$ cat src/core/acs_cfg.svh
// constants of the channel sequencer converter link
`ifndef ACS_CFG_SVH
`define ACS_CFG_SVH
`define ACS_WORD_BITS 16
`define ACS_CTRL_BITS 12
`define ACS_RES_BITS 12
`define ACS_CTRL_LSB 4
`define ACS_LAST_BIT 4'hf
`define ACS_CTRL_EDGE 4'hb
`define ACS_WRITE_BIT 11
`define ACS_CYCLE_BIT 10
`define ACS_ADDR_HI 8
`define ACS_ADDR_LO 6
`define ACS_PM_HI 5
`define ACS_PM_LO 4
`define ACS_LIST_BIT 3
`define ACS_RANGE_BIT 1
`define ACS_CODING_BIT 0
`define ACS_PM_NORMAL 2'h3
`define ACS_PM_FULLDOWN 2'h2
`define ACS_PM_AUTO 2'h1
`define ACS_PM_INVALID 2'h0
`define ACS_CYC_SINGLE 2'h0
`define ACS_CYC_LOADLIST 2'h1
`define ACS_CYC_KEEP 2'h2
`define ACS_CYC_CONSEC 2'h3
`define ACS_CTRL_RST 12'h330
`define ACS_WAKE_NS 1000
`define ACS_CLK_NS 8
`define ACS_HALF_DEF 5
`define ACS_OFS_TX 12'h000
`define ACS_OFS_STATUS 12'h004
`define ACS_OFS_RX 12'h008
`define ACS_ST_BUSY 0
`define ACS_ST_DONE 1
`define ACS_ST_REFUSED 2
`endif

$ cat src/core/acs_pkg.sv
// types shared by both ends of the converter link
`include "acs_cfg.svh"
package acs_pkg;
  typedef enum logic [1:0] {ACS_SINGLE, ACS_ARM_LIST, ACS_LIST_RUN, ACS_CONSEC} acs_mode_t;
  typedef enum logic [2:0] {ACS_IDLE, ACS_HIGH, ACS_LOW, ACS_TAIL, ACS_GAP} acs_hstate_t;

  typedef struct packed {
    logic [`ACS_CTRL_BITS-1:0] ctrl;
    acs_mode_t mode;
    logic [2:0] chanCur;
    logic [3:0] listPos;
    logic [`ACS_WORD_BITS-1:0] chanList;
    logic [2:0] lastCh;
    logic [3:0] bitCnt;
    logic [`ACS_WORD_BITS-1:0] shiftIn;
    logic [`ACS_WORD_BITS-2:0] shiftOut;
    logic dout;
    logic wrote;
    logic asleep;
    logic pwrDown;
  } acs_dev_t;

  typedef struct packed {
    acs_hstate_t state;
    logic [7:0] cnt;
    logic [3:0] bitCnt;
    logic [`ACS_WORD_BITS-1:0] txWord;
    logic [`ACS_WORD_BITS-1:0] txShift;
    logic [`ACS_WORD_BITS-1:0] shiftRx;
    logic [`ACS_WORD_BITS-1:0] rxWord;
    logic sclk;
    logic csN;
    logic din;
    logic busy;
    logic done;
    logic refused;
    logic listArm;
    logic wakeGap;
    logic [31:0] prdata;
    logic pready;
    logic pslverr;
  } acs_host_t;
endpackage

$ cat src/core/acs_link_if.sv
// serial link between the host port and the converter
`timescale 1ns/10ps
`default_nettype none
interface acs_link_if;
  logic sclk;
  logic csN;
  logic din;
  logic dout;
  modport dev (input sclk, input csN, input din, output dout);
  modport host (output sclk, output csN, output din, input dout);
endinterface
`default_nettype wire

$ cat src/core/acs_host.sv
// host end: apb registers driving the serial converter link
`timescale 1ns/10ps
`default_nettype none
`include "acs_cfg.svh"
module acs_host
  import acs_pkg::*;
#(
  parameter int HALF = `ACS_HALF_DEF
) (
  // clock and reset
  input wire logic clock,
  input wire logic rst,
  // apb slave
  input wire logic psel,
  input wire logic penable,
  input wire logic pwrite,
  input wire logic [11:0] paddr,
  input wire logic [31:0] pwdata,
  output logic [31:0] prdata,
  output logic pready,
  output logic pslverr,
  // link side
  acs_link_if.host link
);
  localparam int WAKE = (`ACS_WAKE_NS + `ACS_CLK_NS - 1) / `ACS_CLK_NS;
  localparam logic [7:0] HALF_LD = 8'(HALF - 1);
  localparam logic [7:0] WAKE_LD = 8'(WAKE - 1);

  acs_host_t s_r;
  acs_host_t s_nxt;
  logic doutSync;
  logic access;
  logic [`ACS_CTRL_BITS-1:0] ctrlW;

  // received data crosses from the link
  acs_sync #(.W(1)) u_sync (
    .clock(clock),
    .rst(rst),
    .d(link.dout),
    .q(doutSync)
  );

  assign access = psel && penable && s_r.pready;
  assign ctrlW = pwdata[`ACS_WORD_BITS-1:`ACS_CTRL_LSB];

  // register access and frame engine
  always_comb begin
    s_nxt = s_r;
    s_nxt.pready = psel && !penable;
    s_nxt.pslverr = 1'b0;
    s_nxt.prdata = '0;
    // read data and error prepared in the setup cycle
    if (psel && !penable) begin
      unique case (paddr)
        `ACS_OFS_TX: s_nxt.prdata = 32'(s_r.txWord);
        `ACS_OFS_STATUS: s_nxt.prdata = 32'({s_r.refused, s_r.done, s_r.busy});
        `ACS_OFS_RX: s_nxt.prdata = 32'(s_r.rxWord);
        default: s_nxt.pslverr = 1'b1;
      endcase
    end
    // write clears go first so a same-cycle set wins
    if (access && pwrite && paddr == `ACS_OFS_STATUS) begin
      if (pwdata[`ACS_ST_DONE]) s_nxt.done = 1'b0;
      if (pwdata[`ACS_ST_REFUSED]) s_nxt.refused = 1'b0;
    end
    unique case (s_r.state)
      ACS_IDLE: begin
        if (access && pwrite && paddr == `ACS_OFS_TX && !s_r.busy) begin
          if (!s_r.listArm && ctrlW[`ACS_WRITE_BIT]
              && ctrlW[`ACS_PM_HI:`ACS_PM_LO] == `ACS_PM_INVALID) begin
            s_nxt.refused = 1'b1;
          end else begin
            s_nxt.txWord = pwdata[`ACS_WORD_BITS-1:0];
            s_nxt.txShift = {pwdata[`ACS_WORD_BITS-2:0], 1'b0};
            s_nxt.din = pwdata[`ACS_WORD_BITS-1];
            s_nxt.csN = 1'b0;
            s_nxt.sclk = 1'b1;
            s_nxt.cnt = HALF_LD;
            s_nxt.bitCnt = '0;
            s_nxt.busy = 1'b1;
            s_nxt.state = ACS_HIGH;
            s_nxt.wakeGap = 1'b0;
            if (s_r.listArm) begin
              s_nxt.listArm = 1'b0;
            end else if (ctrlW[`ACS_WRITE_BIT]) begin
              s_nxt.listArm = {ctrlW[`ACS_CYCLE_BIT], ctrlW[`ACS_LIST_BIT]} == `ACS_CYC_LOADLIST;
              s_nxt.wakeGap = ctrlW[`ACS_PM_HI:`ACS_PM_LO] == `ACS_PM_AUTO;
            end
          end
        end
      end
      ACS_HIGH: begin
        if (s_r.cnt == '0) begin
          s_nxt.shiftRx = {s_r.shiftRx[`ACS_WORD_BITS-2:0], doutSync};
          s_nxt.sclk = 1'b0;
          s_nxt.cnt = HALF_LD;
          s_nxt.state = ACS_LOW;
        end else begin
          s_nxt.cnt = s_r.cnt - 8'h1;
        end
      end
      ACS_LOW: begin
        if (s_r.cnt == '0) begin
          s_nxt.sclk = 1'b1;
          s_nxt.cnt = HALF_LD;
          if (s_r.bitCnt == `ACS_LAST_BIT) begin
            s_nxt.state = ACS_TAIL;
          end else begin
            s_nxt.bitCnt = s_r.bitCnt + 4'h1;
            s_nxt.din = s_r.txShift[`ACS_WORD_BITS-1];
            s_nxt.txShift = {s_r.txShift[`ACS_WORD_BITS-2:0], 1'b0};
            s_nxt.state = ACS_HIGH;
          end
        end else begin
          s_nxt.cnt = s_r.cnt - 8'h1;
        end
      end
      ACS_TAIL: begin
        if (s_r.cnt == '0) begin
          s_nxt.csN = 1'b1;
          s_nxt.din = 1'b0;
          s_nxt.rxWord = s_r.shiftRx;
          s_nxt.cnt = s_r.wakeGap ? WAKE_LD : HALF_LD;
          s_nxt.state = ACS_GAP;
        end else begin
          s_nxt.cnt = s_r.cnt - 8'h1;
        end
      end
      ACS_GAP: begin
        if (s_r.cnt == '0) begin
          s_nxt.busy = 1'b0;
          s_nxt.done = 1'b1;
          s_nxt.state = ACS_IDLE;
        end else begin
          s_nxt.cnt = s_r.cnt - 8'h1;
        end
      end
    endcase
  end

  // state register
  always_ff @(posedge clock or posedge rst) begin
    if (rst) begin
      s_r <= '{state: ACS_IDLE, sclk: 1'b1, csN: 1'b1, default: '0};
    end else begin
      s_r <= s_nxt;
    end
  end

  // outputs straight from the state
  assign prdata = s_r.prdata;
  assign pready = s_r.pready;
  assign pslverr = s_r.pslverr;
  assign link.sclk = s_r.sclk;
  assign link.csN = s_r.csN;
  assign link.din = s_r.din;
endmodule
`default_nettype wire

$ cat src/core/acs_sync.sv
// two flip-flop level synchroniser
`timescale 1ns/10ps
`default_nettype none
module acs_sync #(
  parameter int W = 1
) (
  // clock and reset
  input wire logic clock,
  input wire logic rst,
  // levels
  input wire logic [W-1:0] d,
  output logic [W-1:0] q
);
  logic [W-1:0] meta_r;

  // first stage feeds only the second
  always_ff @(posedge clock or posedge rst) begin
    if (rst) begin
      meta_r <= '0;
      q <= '0;
    end else begin
      meta_r <= d;
      q <= meta_r;
    end
  end
endmodule
`default_nettype wire

$ cat src/flat_wrapper.sv
// flat-port wrapper written by rule: the top's interface ports become plain ports
module acs_host_flat import acs_pkg::*;
#(
  parameter int HALF = `ACS_HALF_DEF
)
  (clock, rst, psel, penable, pwrite, paddr, pwdata, prdata, pready, pslverr, link_sclk, link_csN, link_din, link_dout);
  acs_link_if link_i ();
  input wire logic clock;
  input wire logic rst;
  input wire logic psel;
  input wire logic penable;
  input wire logic pwrite;
  input wire logic [11:0] paddr;
  input wire logic [31:0] pwdata;
  output logic [31:0] prdata;
  output logic pready;
  output logic pslverr;
  output wire logic [$bits(link_i.sclk)-1:0] link_sclk;
  output wire logic [$bits(link_i.csN)-1:0] link_csN;
  output wire logic [$bits(link_i.din)-1:0] link_din;
  input wire logic [$bits(link_i.dout)-1:0] link_dout;
  assign link_sclk = link_i.sclk;
  assign link_csN = link_i.csN;
  assign link_din = link_i.din;
  assign link_i.dout = link_dout;
  acs_host #(.HALF(HALF)) u_core (.clock(clock), .rst(rst), .psel(psel), .penable(penable), .pwrite(pwrite), .paddr(paddr), .pwdata(pwdata), .prdata(prdata), .pready(pready), .pslverr(pslverr), .link(link_i));
endmodule
$ cat config.mk
export PLATFORM = sky130hd
export DESIGN_NAME = acs_host_flat
export DESIGN_NICKNAME = d
export VERILOG_FILES = /design/src/core/acs_pkg.sv /design/src/core/acs_link_if.sv /design/src/core/acs_host.sv /design/src/core/acs_sync.sv /design/src/flat_wrapper.sv
export VERILOG_INCLUDE_DIRS = /design/src /design/src/core
export SDC_FILE = /design/constraint.sdc
export NUM_CORES = 1
export LEC_CHECK = 0
export BUFFER_PORTS_ARGS = -buffer_cell sky130_fd_sc_hd__buf_4
export CAP_MARGIN = 20
export CORE_MARGIN = 5
export CORE_UTILIZATION = 53
export CTS_BUF_LIST = sky130_fd_sc_hd__clkbuf_4
export DETAILED_ROUTE_END_ITERATION = 6
export GPL_ROUTABILITY_DRIVEN = 0
export GPL_TIMING_DRIVEN = 0
export PLACE_DENSITY = 0.76
export SLEW_MARGIN = 20
export SYNTH_ARGS = -nofsm -noshare
export SYNTH_HDL_FRONTEND = slang
export SYNTH_SLANG_ARGS = --single-unit
$ cat constraint.sdc
create_clock -name clock -period 3.4 [get_ports clock]
set_clock_uncertainty 0.05 [all_clocks]
set_input_delay 0.34 -clock clock [delete_from_list [all_inputs] [get_ports clock]]
set_output_delay 0.34 -clock clock [all_outputs]
set_load 0.03 [all_outputs]
==> results.sh <==
export IMPL_synth_cell_types=56
export IMPL_synth_top_area_share_pct=51.3
export IMPL_vias_per_cell=5.43
export IMPL_grt_max_degree=72
export IMPL_wl_met3_um=713
export IMPL_port_buffers=53
export IMPL_crit_type="reg -> reg"
export IMPL_swShare_pct=24.9
export IMPL_slowest_delay_ps=490
export IMPL_die_h_um=108
export IMPL_dr_wl_met2_mm=5.61
export IMPL_pre_cts_slack_ps=791
export IMPL_powerDensity_nw_per_um2=350
export IMPL_min_path_type="in -> reg"
export IMPL_num_vias=3862
export IMPL_switching_power_uw=513
export IMPL_fp_coreArea_um2=9280
export IMPL_syn_avg_cell_area_um2=10.2
export IMPL_drt_iter0_drc=292
export IMPL_multi_input_area_um2=2060
export IMPL_syn_to_final_growth_pct=16.2
export IMPL_hold_slack_ps=17.7
export IMPL_place_area_um2=5720
export IMPL_num_antenna_cells=0
export IMPL_fin_crit_sh_pct=77.3
export IMPL_internal_power_mw=1.55
export IMPL_synth_area_leaders="dfrtp_1 (51%), nand2_1 (5.8%), mux2_2 (5.6%), buf_4 (5.0%), mux2i_1 (3.4%)"
export IMPL_outcome="finished clean"
export IMPL_setup_viol=0
export IMPL_dieArea_um2=11600
export IMPL_yosysMostFrequentCell="dfrtp_1"
export IMPL_worstPathArrival_ps=2940
export IMPL_htree_num_levels=3
export IMPL_drive_above_1_share_pct=27.1
export IMPL_numCtsBuffers=9
export IMPL_pwr_share_seq_pct=61.4
export IMPL_fp_row_count=35
export IMPL_overflow=0
export IMPL_p_leak_nw=2.89
export IMPL_clk_latency_ps=470
export IMPL_fin_ws_ps=773
export IMPL_finalHoldViolCount=0
export IMPL_top_layer="met4"
export IMPL_cts_tree="done"
export IMPL_cap_violations=0
export IMPL_fmax_mhz=381
export IMPL_combPwrFrac_pct=6.3
export IMPL_track_usage_pct=20.4
export IMPL_p_clk_share_pct=32.3
export IMPL_instances_no_fill=711
export IMPL_wl_met1_mm=4.73
export IMPL_worstPathRequired_ps=3710
export IMPL_worst_slew_pin_slew_ps=763
export IMPL_cts_resized=0
export IMPL_clock_path_buffers=2
export IMPL_detail_route_antenna_nets=0
export IMPL_worstPathCellList="inv_1, ha_1, nor4b_4, nand3_2, nor3_4, buf_6, mux2_2"
export IMPL_wl_per_cell_um=15.8
export IMPL_nNetsFinal=630
export IMPL_slew_viol_final=0
export IMPL_crit_path_top_delay_cell="nor4b_4"
export IMPL_place_hpwl_mm=8.32
export IMPL_cts_root_buf="clkbuf_4"
export IMPL_cp_end_kind="flop"
export IMPL_cp_top_family="simple AND/OR/NAND/NOR gates"
export IMPL_clkSlewWorstSetupHoldPaths_ps=170
export IMPL_period_needed_ps=2630
export IMPL_max_vdd_ir_drop_uv=309
export IMPL_synth_area_um2=5070
export IMPL_totalPowerFinal_mw=2.06
export IMPL_design_area_um2=5890
export IMPL_start_util_pct=54.6
export IMPL_wl_mm=11.2
export IMPL_fp_dieW_um=108
export IMPL_synthCells=495
export IMPL_ys_flop_type="dfrtp_1"
export IMPL_grt_first_pass_wirelength_mm=18.7
export IMPL_rsz0062_at_grt="no"
export IMPL_fillers=794
export IMPL_ys_seq_area_share_pct=52.4
export IMPL_ios=87
export IMPL_async_flop_share_pct=100
export IMPL_crit_buf_inv=2
export IMPL_ys_ff_latch=106
export IMPL_relSlewSlack_pct=49.1
export IMPL_seq_area_um2=2660
export IMPL_synth_top_area_cell="dfrtp_1"
export IMPL_synth_edf_count=0
export IMPL_antenna_found_initial=0
export IMPL_start_kind="flop"
export IMPL_dp_cells=693
export IMPL_cp_max_fo=10
export IMPL_clock_sinks=106
export IMPL_yosysWarningCount=0
export IMPL_route_detailed_drc=0
export IMPL_dr_pass1_iters=5
export IMPL_grt_pass1_vias=3796
export IMPL_netlist_top_cells_count="dfrtp_1 (104), nand2_1 (79), nor2_1 (45)"
==> power groups by stage <==
stage / Clock (mW) / Combinational (mW) / Sequential, mW
3_3_place_gp: 0 / 0.122 / 1.29
3_5_place_dp: 0 / 0.129 / 1.29
4_1_cts: 0.676 / 0.132 / 1.26
6_report: 0.664 / 0.131 / 1.26
2_1_floorplan: 0 / 0.0714 / 1.29
5_1_grt: 0.722 / 0.143 / 1.27
==> stage by stage <==
step                util (%)  TNS (ps)
floorplan                  -         0
global placement        61.3    -92820
detailed placement      61.6         0
CTS                     63.5         0
global route            63.5         0
finish                  63.5         0
==> registers in the layout, indices dropped and copies added, names as in the netlist <==
| signal | count |
|---|---|
| u_core.u_sync.meta_r | 1 |
| u_core.s_r | 83 |
| u_core.pslverr | 1 |
| u_core.link.din | 1 |
| u_core.link.sclk | 1 |
| u_core.prdata | 16 |
| u_core.pready | 1 |
| u_core.u_sync.q | 1 |
| u_core.link.csN | 1 |
==> cells by family (layout without fill, tap and decap cells) <==
logic type      Yosys count  in the layout  share of synthesized area [%]
buf+inv                  69            141                           8.14
flops                   106            106                           52.4
xor+xnor                  2              2                          0.345
mux                      50             50                           10.7
fa+ha+maj                 2              2                          0.493
other cells               1             16                         0.0739
simple gates            200            200                           19.8
compound gates           65             65                           8.14
==> path summary, 6_finish.rpt <==
check,startpoint,end,slack [ps],cells past startpoint
min in group asynchronous,rst,u_core.prdata[13],330,3
hold reg to reg,u_core.u_sync.meta_r,u_core.u_sync.q,320,0
hold / removal,pwdata[5],u_core.s_r[95],20,3
setup reg to reg,u_core.s_r[110],u_core.s_r[66],770,7
max in group asynchronous,rst,u_core.link.csN,2270,4
setup / recovery,u_core.s_r[110],u_core.s_r[66],770,7
==> layout by cell type (no fill, tap or decap), types with 6 or more instances in the layout <==
cell and instances:
dfrtp_1 104, buf_4 87, nand2_1 79, nor2_1 45, mux2_2 25, mux2i_1 17
nand4_1 16, a21oi_1 16, conb_1 16, o21ai_0 15, a31oi_1 15, nand3_1 13
inv_1 12, clkbuf_4 9, buf_2 8, clkbuf_1 8, mux2_1 8, nor3_1 6
==> cell type report <==
type | instances | share of cell area [%]
well taps | 129 | 2.74
multi-input cells | 335 | 35.0
flip-flops and latches | 106 | 45.1
clock inverters | 6 | 1.27
repair buffers | 57 | 7.73
inverters | 13 | 0.913
plain buffers | 56 | 6.18
clock buffers | 9 | 1.15
==> worst register-to-register path: stages (launching register included) <==
cell     delay [ps]
dfrtp_1         450
inv_1           100
ha_1            260
nor4b_4         490
nand3_2         220
nor3_4          390
buf_6           230
mux2_2          340
==> routing by layer <==
| layer | GRT usage, % | up-vias |
|---|---|---|
| met2 | 33.3 | 126 |
| met4 | 5.50 | 0 |
| met1 | 27.6 | 1884 |
| met3 | 4.20 | 16 |
| li1 | - | 1836 |
| met5 | 0 | - |
==> what timing repair did <==
| action | CTS | global route |
|---|---|---|
| endpoints found under the setup margin | 0 | 0 |
| endpoints found under the hold margin | 37 | 0 |
| hold buffers | 3 | 0 |
| buffers inserted | 0 | 0 |
Note: power is estimated with default switching activity, not from simulation.
